--- src/hw/snp_regs.vh ---
// Constants for the serial-to-network packetizer: register map, fields, modes and timing.
// Assumes a 32-bit classic Wishbone slave with word-aligned registers.
//
// Summary of operation
// - With MAC sending on, six MAC bytes go out first on each new session.
// - MAC sending and secure session are independent bits; neither clears the other.
// - With delay disabled, every serial byte ends its packet at once.
// - A packet ends when the configured separator sequence is matched.
// - Separator length runs from zero to four bytes; zero disables matching.
// - After a match, zero to three trailing bytes close the packet.
// - A packet ends after an idle gap of two character times.
// - In four-wire mode the line driver is enabled at all times.
// - No connection is accepted or opened in update or configuration mode.
// - Only one session at a time; further requests are refused.
// - With access restriction on, only the allowed MAC and IP may connect.
`ifndef SNP_REGS_VH
`define SNP_REGS_VH

`define SNP_ADR_CTRL 4'h0
`define SNP_ADR_SEP 4'h1
`define SNP_ADR_CHAR 4'h2
`define SNP_ADR_MAC_LO 4'h3
`define SNP_ADR_MAC_HI 4'h4
`define SNP_ADR_AMAC_LO 4'h5
`define SNP_ADR_AMAC_HI 4'h6
`define SNP_ADR_AIP 4'h7
`define SNP_ADR_AMASK 4'h8
`define SNP_ADR_STAT 4'h9
`define SNP_ADR_CNT 4'ha
`define SNP_ADR_EVENT 4'hb
`define SNP_ADR_SEP4 4'hc

`define SNP_CTRL_SEND_MAC 0
`define SNP_CTRL_SECURE 1
`define SNP_CTRL_NODELAY 2
`define SNP_CTRL_RESTRICT 3
`define SNP_CTRL_FOUR_WIRE 4
`define SNP_CTRL_CLIENT 5
`define SNP_CTRL_DUAL 6
`define SNP_CTRL_OPEN 7
`define SNP_CTRL_ISP 8
`define SNP_CTRL_CFG 9

`define SNP_SEP_LEN_LSB 0
`define SNP_SEP_OP_LSB 4
`define SNP_SEP_BYTES_LSB 8

`define SNP_CTRL_RST 10'h000
`define SNP_SEP_RST 32'h0000_0000
`define SNP_CHAR_RST 16'h0457
`define SNP_SEP4_RST 8'h00
// Own MAC after reset; the value is arbitrary and locally administered.
`define SNP_MAC_RST 48'h0200_0000_0001
`define SNP_MAC_BYTES 3'h6
`define SNP_SEP_MAX 3'h4
`define SNP_IDLE_CHARS 2
`define SNP_OP_NONE 2'h0

`endif

--- src/hw/snp_sep_match.v ---
// Separator matcher for the packetizer: keeps the last four bytes and compares them.
// Assumes a one-cycle byte strobe and a stable configuration while a packet is open.
`timescale 1ns/1ns
`default_nettype none
`include "snp_regs.vh"
module snp_sep_match #(
  parameter MAXLEN = 4
)
(
  input wire i_mclk,
  input wire i_reset_n,
  input wire i_clear,
  input wire i_stb,
  input wire [7:0] i_byte,
  input wire [2:0] i_len,
  input wire [31:0] i_sep,
  output wire o_hit
);
  reg [31:0] hist_r;
  reg [2:0] fill_r;
  wire [31:0] cur;
  wire [31:0] mask;
  wire enough;
  integer k;
  reg [31:0] mask_v;

  // The byte arriving now joins the history before the compare.
  assign cur = {hist_r[23:0], i_byte};

  always @*
  begin
    mask_v = 32'h0000_0000;
    for (k = 0; k < MAXLEN; k = k + 1)
      if (k < i_len)
        mask_v[8*k +: 8] = 8'hff;
  end

  assign mask = mask_v;
  assign enough = ({1'b0, fill_r} + 4'h1) >= {1'b0, i_len};
  // Separator bytes are packed oldest in the highest used lane.
  assign o_hit = i_stb && (i_len != 3'h0) && enough && ((cur & mask) == (i_sep & mask));

  always @(posedge i_mclk or negedge i_reset_n)
  begin
    if (!i_reset_n)
    begin
      hist_r <= 32'h0000_0000;
      fill_r <= 3'h0;
    end
    else if (i_clear)
    begin
      fill_r <= 3'h0;
    end
    else if (i_stb)
    begin
      hist_r <= cur;
      if (fill_r != `SNP_SEP_MAX)
        fill_r <= fill_r + 3'h1;
    end
  end
endmodule
`default_nettype wire

--- src/hw/snp_packetizer.v ---
// Serial-to-network packetizer: session gating, MAC preamble and packet cutting.
// Assumes a Wishbone master, a serial receiver giving byte strobes and a network
// sink that takes one byte per cycle whenever o_net_valid is high and i_net_ready is high.
`timescale 1ns/1ns
`default_nettype none
`include "snp_regs.vh"
module snp_packetizer #(
  parameter CLK_HZ = 100000000
)
(
  input wire i_mclk,
  input wire i_reset_n,
  input wire i_wb_cyc,
  input wire i_wb_stb,
  input wire i_wb_we,
  input wire [5:0] i_wb_adr,
  input wire [31:0] i_wb_dat,
  input wire [3:0] i_wb_sel,
  output reg [31:0] o_wb_dat,
  output reg o_wb_ack,
  input wire i_ser_stb,
  input wire [7:0] i_ser_byte,
  input wire i_ser_tx_busy,
  input wire i_conn_req,
  input wire [47:0] i_conn_mac,
  input wire [31:0] i_conn_ip,
  input wire i_conn_close,
  output reg o_conn_accept,
  output reg o_conn_refuse,
  output reg o_conn_open_req,
  output reg o_session,
  output reg [7:0] o_net_byte,
  output reg o_net_valid,
  output reg o_net_last,
  input wire i_net_ready,
  output reg o_line_drv_en
);
  localparam ST_IDLE = 2'h0;
  localparam ST_MAC = 2'h1;
  localparam ST_DATA = 2'h2;

  reg [9:0] ctrl_r;
  reg [31:0] sep_r;
  reg [15:0] char_r;
  reg [47:0] mac_r;
  reg [47:0] amac_r;
  reg [31:0] aip_r;
  reg [31:0] amask_r;
  reg [7:0] event_r;
  reg [1:0] st_r;
  reg [2:0] mac_idx_r;
  reg [1:0] tail_r;
  reg [17:0] idle_r;
  reg open_r;
  reg [15:0] pkt_cnt_r;
  reg [15:0] refuse_cnt_r;
  reg have_byte_r;
  reg [7:0] hold_r;
  reg hold_v_r;
  reg [7:0] sep4_r;
  reg [31:0] rd_word;

  wire wb_req;
  wire busy_mode;
  wire allowed;
  wire sep_hit;
  wire idle_done;
  wire [2:0] sep_len;
  wire [1:0] sep_op;
  wire out_free;
  wire [17:0] idle_lim;
  wire cut;
  wire [31:0] wr_word;
  wire [31:0] idle_prod;

  function [7:0] mac_byte;
    input [47:0] m;
    input [2:0] i;
    begin
      mac_byte = m[8*(5-i) +: 8];
    end
  endfunction

  function [31:0] merge;
    input [31:0] old;
    input [31:0] d;
    input [3:0] s;
    integer b;
    begin
      merge = old;
      for (b = 0; b < 4; b = b + 1)
        if (s[b])
          merge[8*b +: 8] = d[8*b +: 8];
    end
  endfunction

  assign wb_req = i_wb_cyc && i_wb_stb && !o_wb_ack;
  assign busy_mode = ctrl_r[`SNP_CTRL_ISP] || ctrl_r[`SNP_CTRL_CFG];
  // Restriction passes only a host whose MAC and masked IP both match.
  assign allowed = !ctrl_r[`SNP_CTRL_RESTRICT] ||
    ((i_conn_mac == amac_r) && ((i_conn_ip & amask_r) == (aip_r & amask_r)));
  assign sep_len = (sep_r[`SNP_SEP_LEN_LSB +: 3] > `SNP_SEP_MAX) ? `SNP_SEP_MAX :
    sep_r[`SNP_SEP_LEN_LSB +: 3];
  assign sep_op = sep_r[`SNP_SEP_OP_LSB +: 2];
  assign idle_prod = char_r * `SNP_IDLE_CHARS;
  assign idle_lim = idle_prod[17:0];
  assign idle_done = have_byte_r && (idle_r >= idle_lim);
  assign out_free = !o_net_valid || i_net_ready;

  // One read mux serves both the read data and the byte-lane merge of writes.
  always @*
  begin
    case (i_wb_adr[5:2])
      `SNP_ADR_CTRL: rd_word = {22'h0, ctrl_r};
      `SNP_ADR_SEP: rd_word = sep_r;
      `SNP_ADR_CHAR: rd_word = {16'h0, char_r};
      `SNP_ADR_MAC_LO: rd_word = mac_r[31:0];
      `SNP_ADR_MAC_HI: rd_word = {16'h0, mac_r[47:32]};
      `SNP_ADR_AMAC_LO: rd_word = amac_r[31:0];
      `SNP_ADR_AMAC_HI: rd_word = {16'h0, amac_r[47:32]};
      `SNP_ADR_AIP: rd_word = aip_r;
      `SNP_ADR_AMASK: rd_word = amask_r;
      `SNP_ADR_STAT: rd_word = {25'h0, hold_v_r, have_byte_r, tail_r, o_session, st_r};
      `SNP_ADR_CNT: rd_word = {refuse_cnt_r, pkt_cnt_r};
      `SNP_ADR_EVENT: rd_word = {24'h0, event_r};
      `SNP_ADR_SEP4: rd_word = {24'h0, sep4_r};
      default: rd_word = 32'h0000_0000;
    endcase
  end

  assign wr_word = merge(rd_word, i_wb_dat, i_wb_sel);

  snp_sep_match #(
    .MAXLEN(4)
  ) u_match (
    .i_mclk(i_mclk),
    .i_reset_n(i_reset_n),
    .i_clear(st_r != ST_DATA),
    .i_stb(i_ser_stb && (st_r == ST_DATA) && (tail_r == 2'h0)),
    .i_byte(i_ser_byte),
    .i_len(sep_len),
    .i_sep({sep4_r, sep_r[`SNP_SEP_BYTES_LSB +: 24]}),
    .o_hit(sep_hit)
  );

  // A byte closes the packet when no-delay is set, on a separator with no tail,
  // or as the last of the requested trailing bytes.
  assign cut = ctrl_r[`SNP_CTRL_NODELAY] ||
    (sep_hit && (sep_op == `SNP_OP_NONE)) ||
    (tail_r == 2'h1);

  always @(posedge i_mclk or negedge i_reset_n)
  begin
    if (!i_reset_n)
    begin
      ctrl_r <= `SNP_CTRL_RST;
      sep_r <= `SNP_SEP_RST;
      char_r <= `SNP_CHAR_RST;
      mac_r <= `SNP_MAC_RST;
      sep4_r <= `SNP_SEP4_RST;
      amac_r <= 48'h0000_0000_0000;
      aip_r <= 32'h0000_0000;
      amask_r <= 32'h0000_0000;
      event_r <= 8'h00;
      o_wb_ack <= 1'b0;
      o_wb_dat <= 32'h0000_0000;
    end
    else
    begin
      o_wb_ack <= wb_req;
      o_wb_dat <= 32'h0000_0000;
      if (wb_req && i_wb_we)
      begin
        case (i_wb_adr[5:2])
          `SNP_ADR_CTRL: ctrl_r <= wr_word[9:0];
          `SNP_ADR_SEP: sep_r <= wr_word;
          `SNP_ADR_CHAR: char_r <= wr_word[15:0];
          `SNP_ADR_MAC_LO: mac_r[31:0] <= wr_word;
          `SNP_ADR_MAC_HI: mac_r[47:32] <= wr_word[15:0];
          `SNP_ADR_AMAC_LO: amac_r[31:0] <= wr_word;
          `SNP_ADR_AMAC_HI: amac_r[47:32] <= wr_word[15:0];
          `SNP_ADR_AIP: aip_r <= wr_word;
          `SNP_ADR_AMASK: amask_r <= wr_word;
          `SNP_ADR_EVENT: event_r <= wr_word[7:0];
          `SNP_ADR_SEP4: sep4_r <= wr_word[7:0];
          default: ;
        endcase
      end
      else if (wb_req)
        o_wb_dat <= rd_word;
    end
  end

  always @(posedge i_mclk or negedge i_reset_n)
  begin
    if (!i_reset_n)
    begin
      st_r <= ST_IDLE;
      o_session <= 1'b0;
      o_conn_accept <= 1'b0;
      o_conn_refuse <= 1'b0;
      o_conn_open_req <= 1'b0;
      open_r <= 1'b0;
      mac_idx_r <= 3'h0;
      tail_r <= 2'h0;
      idle_r <= 18'h0;
      have_byte_r <= 1'b0;
      hold_r <= 8'h00;
      hold_v_r <= 1'b0;
      o_net_byte <= 8'h00;
      o_net_valid <= 1'b0;
      o_net_last <= 1'b0;
      pkt_cnt_r <= 16'h0;
      refuse_cnt_r <= 16'h0;
    end
    else
    begin
      o_conn_accept <= 1'b0;
      o_conn_refuse <= 1'b0;
      o_conn_open_req <= 1'b0;
      open_r <= ctrl_r[`SNP_CTRL_OPEN];
      if (o_net_valid && i_net_ready)
        o_net_valid <= 1'b0;
      if (i_conn_req)
      begin
        if (o_session || busy_mode || !allowed)
        begin
          o_conn_refuse <= 1'b1;
          refuse_cnt_r <= refuse_cnt_r + 16'h1;
        end
        else
        begin
          o_conn_accept <= 1'b1;
          o_session <= 1'b1;
          mac_idx_r <= 3'h0;
          st_r <= ctrl_r[`SNP_CTRL_SEND_MAC] ? ST_MAC : ST_DATA;
        end
      end
      else if (ctrl_r[`SNP_CTRL_OPEN] && !open_r && !o_session && !busy_mode)
        o_conn_open_req <= 1'b1;
      if (o_session && (i_conn_close || busy_mode))
      begin
        o_session <= 1'b0;
        st_r <= ST_IDLE;
        tail_r <= 2'h0;
        have_byte_r <= 1'b0;
        hold_v_r <= 1'b0;
      end
      else
      begin
        case (st_r)
          ST_MAC:
          begin
            if (i_ser_stb && !hold_v_r)
            begin
              hold_r <= i_ser_byte;
              hold_v_r <= 1'b1;
            end
            if (out_free)
            begin
              o_net_byte <= mac_byte(mac_r, mac_idx_r);
              o_net_valid <= 1'b1;
              o_net_last <= (mac_idx_r == `SNP_MAC_BYTES - 3'h1);
              mac_idx_r <= mac_idx_r + 3'h1;
              if (mac_idx_r == `SNP_MAC_BYTES - 3'h1)
                st_r <= ST_DATA;
            end
          end
          ST_DATA:
          begin
            if ((i_ser_stb || hold_v_r) && out_free)
            begin
              o_net_byte <= hold_v_r ? hold_r : i_ser_byte;
              o_net_valid <= 1'b1;
              o_net_last <= cut;
              hold_v_r <= 1'b0;
              idle_r <= 18'h0;
              have_byte_r <= !cut;
              if (cut)
                pkt_cnt_r <= pkt_cnt_r + 16'h1;
              if (sep_hit && (sep_op != `SNP_OP_NONE))
                tail_r <= sep_op;
              else if (tail_r != 2'h0)
                tail_r <= tail_r - 2'h1;
            end
            else if (idle_done && out_free)
            begin
              o_net_byte <= 8'h00;
              o_net_valid <= 1'b0;
              o_net_last <= 1'b0;
              have_byte_r <= 1'b0;
              tail_r <= 2'h0;
              pkt_cnt_r <= pkt_cnt_r + 16'h1;
            end
            else if (have_byte_r)
              idle_r <= idle_r + 18'h1;
          end
          default:
          begin
            tail_r <= 2'h0;
            have_byte_r <= 1'b0;
          end
        endcase
      end
    end
  end

  // Four-wire keeps the driver on; two-wire drives only while sending.
  always @(posedge i_mclk or negedge i_reset_n)
  begin
    if (!i_reset_n)
      o_line_drv_en <= 1'b0;
    else
      o_line_drv_en <= ctrl_r[`SNP_CTRL_FOUR_WIRE] | i_ser_tx_busy;
  end
endmodule
`default_nettype wire

--- config.mk ---
export PLATFORM = sky130hd
export DESIGN_NAME = snp_packetizer
export DESIGN_NICKNAME = d
export VERILOG_FILES = /design/src/hw/snp_sep_match.v /design/src/hw/snp_packetizer.v
export VERILOG_INCLUDE_DIRS = /design/src /design/src/hw
export SDC_FILE = /design/constraint.sdc
export NUM_CORES = 1
export LEC_CHECK = 0
export BUFFER_PORTS_ARGS = -buffer_cell sky130_fd_sc_hd__buf_2
export CAP_MARGIN = 10
export CORE_MARGIN = 1.5
export CORE_UTILIZATION = 41
export CTS_CLUSTER_SIZE = 28
export DETAILED_ROUTE_END_ITERATION = 8
export PLACE_DENSITY = 0.65
export SLEW_MARGIN = 0
export SYNTH_ARGS = -nofsm -noshare
export SYNTH_HDL_FRONTEND = slang
export SYNTH_SLANG_ARGS = --single-unit
--- constraint.sdc ---
create_clock -name i_mclk -period 6.3 [get_ports i_mclk]
set_input_delay 0.63 -clock i_mclk [delete_from_list [all_inputs] [get_ports i_mclk]]
set_output_delay 0.63 -clock i_mclk [all_outputs]
set_load 0.02 [all_outputs]
## Word-level counts from Yosys, hierarchy flattened

Cells that the tools add are included.

- Register bits: 377
- Input bits: 140
- Output and inout bits: 48

- Muxes and demuxes: 70
- Eq/ne operators: 31
- Add/sub/neg operators: 8
- Shift-type cells: 1
- $lt $le $gt $ge: 7
- Bitwise operators: 7
- Reductions and logical operators: 73

Operators with widths:

| kind | number |
|---|---|
| $pmux W32 S13 | 1 |
| $and A32 B32 Y32 | 4 |
| $mux W8 | 12 |
| $eq A32 B32 Y1 | 2 |
| $mux W32 | 2 |
| $mux W18 | 3 |
| $eq A48 B48 Y1 | 1 |
| $mux W16 | 3 |
| $shiftx A48 B33 Y8 | 1 |
| $add A16 B1 Y16 const B | 2 |
| $reduce_and A2 Y1 | 16 |
| $mux W3 | 9 |
| $mux W2 | 12 |
| $mux W1 | 22 |
| $eq A4 B4 Y1 const B | 5 |
| $logic_and A1 B1 Y1 | 20 |
| $add A18 B1 Y18 const B | 1 |
| $ge A18 B17 Y1 | 1 |
| $eq A4 B3 Y1 const B | 4 |
| $pmux W8 S2 | 1 |
| $reduce_bool A2 Y1 | 8 |
| $reduce_and A4 Y1 | 3 |
| $ne A2 B2 Y1 const B | 5 |
| $logic_not A1 Y1 | 9 |
| other kinds (27) | 50 |

## Depth between registers and ports, before layout

Gate-level depths: netlist of the first run.

- Depth after elaboration: 14
- Mapped depth: 11
- Gate-level depth less buffers: 10

## Modules after synthesis

Synthesis of the first run repeated with hierarchy kept, for this count alone.

- Cells, all modules: 1745
- Area total of the unflattened synthesis: 18934.4 um^2

By module, submodules not included:

| module | cells an instance | times used | seq. area each (um^2) | area an instance (um^2) |
|---|---|---|---|---|
| snp_packetizer | 1619 | 1 | 8768.4 | 17400.4 |
| snp_sep_match | 126 | 1 | 675.6 | 1534.0 |

## Worst setup path after synthesis of the first run

No wires, ideal clock.

- Path type: register to register
- From: register char_r[6]
- To: register idle_r[17]
- Setup slack: 3.613 ns
- Path buffers: 0
- Period minus slack after synthesis: 2.687 ns
- Stages on the path, launching flop included: 10
- Data required time: 6.222 ns
- Data arrival time: 2.609 ns
- Cell sequence: dfstp_2 > inv_1 > ha_1 > a211oi_1 > nor2_1 > a2111oi_0 > o211ai_1 > and2_1 > or4_1 > a21oi_1

- Word-level cells in the longest chain between the ends: 5

Ends and longest elaborated chain:

| item | line | text |
|---|---|---|
| start: declaration | snp_packetizer.v:44 | `reg [15:0] char_r;` |
| start signal: assignment | snp_packetizer.v:158 | `` char_r <= `SNP_CHAR_RST; `` |
| start signal: assignment | snp_packetizer.v:177 | `` `SNP_ADR_CHAR: char_r <= wr_word[15:0]; `` |
| $ge A18 B17 Y1 | snp_packetizer.v:107 | `assign idle_done = have_byte_r && (idle_r >= idle_lim);` |
| $logic_and A1 B1 Y1 | snp_packetizer.v:107 |  |
| $logic_and A1 B1 Y1 | snp_packetizer.v:286 | `else if (idle_done && out_free)` |
| $ne A2 B2 Y1 (no source line) | -- |  |
| $reduce_and A4 Y1 (no source line) | -- |  |
| end signal: assignment | snp_packetizer.v:296 | `idle_r <= idle_r + 18'h1;` |
| end: declaration | snp_packetizer.v:53 | `reg [17:0] idle_r;` |

No other way between the ends.
A chain may end at the register's enable or synchronous reset.

## Final worst setup path of the first run

- From: register st_r[0]
- To: register idle_r[17]

- Word-level cells in the longest chain between the ends: 2

Ends and longest elaborated chain:

| item | line | text |
|---|---|---|
| start: declaration | snp_packetizer.v:50 | `reg [1:0] st_r;` |
| start signal: assignment | snp_packetizer.v:236 | `` st_r <= ctrl_r[`SNP_CTRL_SEND_MAC] ? ST_MAC : ST_DATA; `` |
| $eq A2 B2 Y1 | snp_packetizer.v:251 | `case (st_r)` |
| $reduce_and A4 Y1 (no source line) | -- |  |

No other way between the ends.

==> results of run 1 <==
final timing paths:
path / endpoint
hold reg to reg: o_wb_ack
max in group asynchronous: o_net_last
setup / recovery: idle_r[17]
setup reg to reg: idle_r[17]
hold / removal: amac_r[15]
min in group i_mclk: o_line_drv_en
registers in the layout, summed over array words and instances (netlist names), 2 cells and up:
name            count
amac_r             48
mac_r              48
aip_r              32
amask_r            32
o_wb_dat           32
sep_r              32
u_match.hist_r     24
idle_r             18
char_r             16
pkt_cnt_r          16
refuse_cnt_r       16
ctrl_r             10
event_r             8
hold_r              8
o_net_byte          8
sep4_r              8
mac_idx_r           3
u_match.fill_r      3
st_r                2
tail_r              2
placed cells by master (no fill, tap or decap), drive strengths merged, types with 29 or more instances in the layout:
cell type  instances
a21oi             29
a22oi            120
buf              213
clkbuf            70
dfrtp            369
ha                31
inv               41
mux2             153
nand2            202
nand3             75
nor2              54
nor4              30
o21ai            189
xor2             128
cell type report:
type | count | area [sq um] | area share (%)
Timing Repair Buffer | 213 | 1169 | 5.414
Inverter | 38 | 142.6 | 0.6609
Clock inverter | 6 | 77.57 | 0.3594
Tap cell | 600 | 750.7 | 3.478
Multi-Input combinational cell | 1246 | 8730 | 40.45
Clock buffer | 70 | 1267 | 5.872
Sequential cell | 377 | 9444 | 43.76
Antenna cell | 1 | 2.502 | 0.01159
synth_stat cells (17+ instances only):
library cell	number
dfrtp_1	369
nand2_1	202
o21ai_0	188
mux2_2	153
xor2_1	128
a22oi_1	120
nand3_1	73
clkbuf_1	66
nor2_1	53
inv_1	37
ha_1	31
a21oi_1	28
a31oi_1	24
nor4_1	24
nand4_1	21
buf_2	20
xnor2_1	18
nor3_1	17
routing by layer:
layer  share of wire [%]  wire [um]
met1                  40      25560
met2                  45      29150
met3                  10       6585
met4                 4.9       3187
met5               0.022         14
worst max-delay path, stage by stage, from the launching register on:
cell and delay [ns]:
dfrtp_1 0.43, inv_1 0.08, ha_1 0.62, nand3_2 0.39, nor2_2 0.84, a31oi_1 0.36, and2_1 0.50, or4_1 0.58
a21oi_1 0.16
per-stage QoR:
stage / area, sq um / setup WS, ns / utilization (%) / hold WS, ns / std cells
after global placement: 20220 / 2.394 / 44.76 / 0.4358 / 2472
after global routing: 21580 / 2.028 / 47.77 / 0.1916 / 2551
after CTS: 21570 / 2.310 / 47.73 / 0.1557 / 2548
after floorplan: 18700 / 3.613 / - / 0.3344 / 1760
after detailed placement: 20220 / 2.277 / 44.76 / 0.4453 / 2472
final: 21580 / 2.229 / 47.77 / 0.1217 / 2551
power by group through the flow:
stage | sequential [mW] | combinational (mW) | clock (mW)
after CTS | 3.12 | 1.47 | 2.46
after global placement | 3.15 | 1.42 | 0
after detailed placement | 3.16 | 1.46 | 0
after floorplan | 3.05 | 0.979 | 0
after global routing | 3.17 | 1.62 | 2.56
final | 3.14 | 1.49 | 2.42
kinds of logic (layout without fill, tap and decap cells):
family,count (synthesis),in the layout
other,0,1
adders and majority gates,31,31
buffers and inverters,137,327
AOI/OAI and AO/OA,435,435
muxes,177,177
DFF,377,377
xor gates and xnor gates,146,146
and+or+nand+nor,457,457
==> flow_summary.toml, run 1 <==
[synthesis]
yosys.area.top_type_share_pct = 49.39
yosys.area.top_type = "dfrtp_1"
syn_area_sq_um = 18700
synth.distinct_cells = 65
ys_async_sr_fraction_pct = 100.0
synth_seq_cells = 377
synth-main-ff-cell = "dfrtp_1"
synth-simple-area-share_pct = 11.78
synth_top_family_by_area = "compound AO/OA/AOI/OAI gates"
yosys-top-cells-area = "dfrtp_1 49%, mux2_2 9.2%, xor2_1 6.0%"
ys_seq_area_share_pct = 50.51
synth-edff-count = 0
synth-adder-area-share_pct = 2.075
synth_compound_area_share_pct = 14.78
yosys_warnings = 0
synth_mux_area_share_pct = 11.04
synth_nets = 1931
synthCells = 1760
synth-xor-area-share_pct = 6.839
avgSynthCellArea_sq_um = 10.62

[pwr]
switching_share_pct = 32.26
internal_power_mw = 4.774
vdd_drop_max_mv = 0.2654
leakagePower_nw = 10.04
power_mw = 7.047
pwr-share-comb_pct = 21.1
power_density_nw_per_um2 = 326.5
pwr-share-seq_pct = 44.5
clkPwrFrac_pct = 34.4
switching_power_mw = 2.273

[floorplan]
die_height_um = 216.5
core_area_sq_um = 45190
rows = 78
start_util_pct = 41.38
fp.dieW_um = 216.5
die-area_sq_um = 46890
io-pin-count = 188

[global_route]
grt_max_degree = 144
grt_pass1_wl_mm = 95.62
grt_busiest_layer = "met2"
grt_overflow_total = 0
grt_util_met2_pct = 42.98
antenna_found_initial = 2
grt_use_met1_pct = 36.20
grtUsageTotal_pct = 27.55
grtUsageMet3_pct = 6.639
grt_pass1_vias = 15020

[clock_network]
cts_sinks = 377
post-cts-setup-buffer-count = 0
cts_tree = "yes"
holdBufCountCts = 0
path_clk_slew_ns = 0.06
cts_buffers = 42
htree_levels = 2
clkLatencyLatePin_ns = 0.59
clockBufferDepth = 3
cts_resized = 0
root_buffer = "clkbuf_16"

[detailed_routing]
drc_errors = 0
viasPerCell = 5.999
dr.pass1.iters = 9
vias = 15300
drtAntennaViolNets = 0
wl_per_cell_um = 25.28
drt_iter0_drc = 1676
routed_wirelength_mm = 64.50

[setup_path]
regToRegSetupSlack_ns = 2.23
start_kind = "register"
worst_ep_arrival_time_ns = 4.57
endpoint_kind = "register"
startpoint = "st_r[0]"
ff2ff_path_depth = 8
worstSetupPathType = "reg -> reg"
cp_data_required_time_ns = 6.80
cp_max_fo = 24
r2r-start = "st_r[0]"

[timing]
period_needed_ns = 4.071
final_max_slew_viol_count = 0
clock_skew_ns = 0.03858
max_freq_ghz = 0.2456
post-route-period-util_pct = 64.62
rsz0062_at_grt = "no"
setup_viol_count_final = 0
relSlewSlack_pct = 18.89
fin_setup_tns_ns = 0
finalHoldViolCount = 0
worstMarginPinSlew_ns = 1.212

[placement]
dp_hpwl_mm = 46.45
io_buffers = 185
gp_congestion = 0.9443

[hold_path]
hp-class = "in -> async"

[layout]
nets = 2089
area_delta_synth_final_pct = 15.44
n_fill_cell = 4161
drive_gt1_share_pct = 23.95

[run]
drv_cap = 0

[outcome]
run_status = "complete, no violations"
Note: power is estimated with default switching activity, not from simulation.
==> run 2: changes to the inputs <==
==> constraint.sdc (replaced) <==
create_clock -name i_mclk -period 4.1 [get_ports i_mclk]
set_input_delay 0.41 -clock i_mclk [delete_from_list [all_inputs] [get_ports i_mclk]]
set_output_delay 0.41 -clock i_mclk [all_outputs]
set_load 0.02 [all_outputs]
==> flow_summary.toml, run 2 (same netlist as run 1, synthesis figures left out) <==
[floorplan]
die-area_sq_um = 46890
start_util_pct = 41.38
io-pin-count = 188
rows = 78
fp.dieW_um = 216.5
core_area_sq_um = 45190
die_height_um = 216.5

[timing]
worstMarginPinSlew_ns = 1.080
fin_setup_tns_ns = 0
max_freq_ghz = 0.2993
finalHoldViolCount = 0
relSlewSlack_pct = 27.84
rsz0062_at_grt = "no"
clock_skew_ns = 0.02211
post-route-period-util_pct = 81.49
period_needed_ns = 3.341
setup_viol_count_final = 0
final_max_slew_viol_count = 0

[global_route]
grt_max_degree = 110
antenna_found_initial = 4
grt_pass1_vias = 15180
grt_overflow_total = 0
grtUsageTotal_pct = 27.50
grt_pass1_wl_mm = 95.45

[pwr]
power_density_nw_per_um2 = 505.7
internal_power_mw = 7.480
clkPwrFrac_pct = 35.4
pwr-share-seq_pct = 43.6
vdd_drop_max_mv = 0.3721
switching_share_pct = 32.28
power_mw = 11.04
pwr-share-comb_pct = 21.0
leakagePower_nw = 10.18
switching_power_mw = 3.565

[setup_path]
cp_slowest_cell = "ha_1"
critical-path-top-delay-family = "simple AND/OR/NAND/NOR gates"
cp_max_fo = 17
start_kind = "register"
crit_chain = "inv_1 > ha_1 > nand3_4 > nor4_2 > nand4_1 > nor4_4 > a31oi_2 > nor2_1 > mux2_2"
worstSetupPathType = "reg -> reg"
worst_ep_arrival_time_ns = 3.80
endpoint_kind = "register"
slowest_delay_ns = 0.62
cp_data_required_time_ns = 4.56
crit_buf_inv = 1

[detailed_routing]
drt_iter0_drc = 1594
viasPerCell = 5.973
vias = 15360
wl_per_cell_um = 25.18
dr.pass1.iters = 6
routed_wirelength_mm = 64.74
drtAntennaViolNets = 0
drc_errors = 0

[layout]
drive_gt1_share_pct = 25.23
final_cell_mix = "369 x dfrtp_1, 199 x nand2_1, 188 x o21ai_0"
area_delta_synth_final_pct = 16.81
n_fill_cell = 4126
mostFrequentLayoutCell = "dfrtp_1"
reg_top3 = "amac_r: 48 flops, mac_r: 48 flops"
nets = 2108

[clock_network]
root_buffer = "clkbuf_16"
cts_resized = 0
htree_levels = 2
cts_tree = "yes"
cts_buffers = 42
cts_sinks = 377
path_clk_slew_ns = 0.06
clkLatencyLatePin_ns = 0.58
clockBufferDepth = 3

[run]
drv_cap = 0

[placement]
gp_congestion = 0.9512
dp_hpwl_mm = 47.20
io_buffers = 185

[hold_path]
hp-class = "in -> reg"

[outcome]
run_status = "complete, no violations"
==> run 2: cell count changes in the layout (fill, tap and decap cells not counted), sizes merged <==
cell	change
bufinv	+1
clkinv	+4
clkinvlp	+1
buf	+18
dlygate4sd3	+1
clkbuf	-5
==> run 2: final cells by class <==
cell class | count | area (sq um) | area share, %
Antenna cell | 1 | 2.502 | 0.01146
Clock buffer | 65 | 1287 | 5.895
Clock inverter | 12 | 138.9 | 0.6359
Inverter | 38 | 142.6 | 0.6531
Multi-Input combinational cell | 1246 | 8732 | 39.98
Sequential cell | 377 | 9444 | 43.24
Tap cell | 600 | 750.7 | 3.437
Timing Repair Buffer | 232 | 1341 | 6.142
==> run 2: worst register-to-register path, cell delays in order, from the launching register on <==
cell,delay [ns]
dfrtp_1,0.44
inv_1,0.08
ha_1,0.62
nand3_4,0.16
nor4_2,0.31
nand4_1,0.17
nor4_4,0.38
a31oi_2,0.42
nor2_1,0.29
mux2_2,0.36
==> run 2: power groups by stage <==
stage	Clock [mW]	Combinational [mW]	Sequential (mW)
floorplan	0	1.50	4.69
global placement	0	2.22	4.84
detailed placement	0	2.30	4.86
CTS	3.93	2.31	4.80
global route	4.05	2.54	4.87
finish	3.90	2.32	4.82
==> run 2: what timing repair did <==
item,4_1_cts,5_1_grt
endpoints found under the setup margin,0,0
endpoints found under the hold margin,102,0
hold buffers,1,0
buffers inserted,0,0
==> run 2: stage by stage <==
stage	std cells	instance area [sq um]	utilization, %	hold slack [ns]	setup slack (ns)
after floorplan	1760	18700	-	0.1144	1.413
after global placement	2492	20400	45.15	0.4355	0.8384
after detailed placement	2492	20400	45.15	0.4432	0.7663
after CTS	2570	21840	48.33	0.01509	0.7633
after global routing	2571	21840	48.33	0.03843	0.5019
final	2571	21840	48.33	0.02983	0.7590
==> run 2: worst paths after layout <==
check / start / cells past startpoint / slack [ns] / endpoint
hold / removal: i_ser_tx_busy / 2 / 0.03 / o_line_drv_en
setup reg to reg: st_r[0] / 9 / 0.76 / pkt_cnt_r[1]
min in group asynchronous: i_reset_n / 2 / 0.52 / amask_r[15]
hold reg to reg: open_r / 1 / 0.46 / o_conn_open_req
max in group asynchronous: i_reset_n / 3 / 2.59 / amask_r[6]
setup / recovery: st_r[0] / 9 / 0.76 / pkt_cnt_r[1]
==> run 2: per-layer routing <==
layer,wire (um),up-vias,track usage [%]
li1,-,6764,-
met1,25910,7622,36.35
met2,29600,776,43.03
met3,6116,190,5.768
met4,2949,4,12.78
met5,156,-,2.188
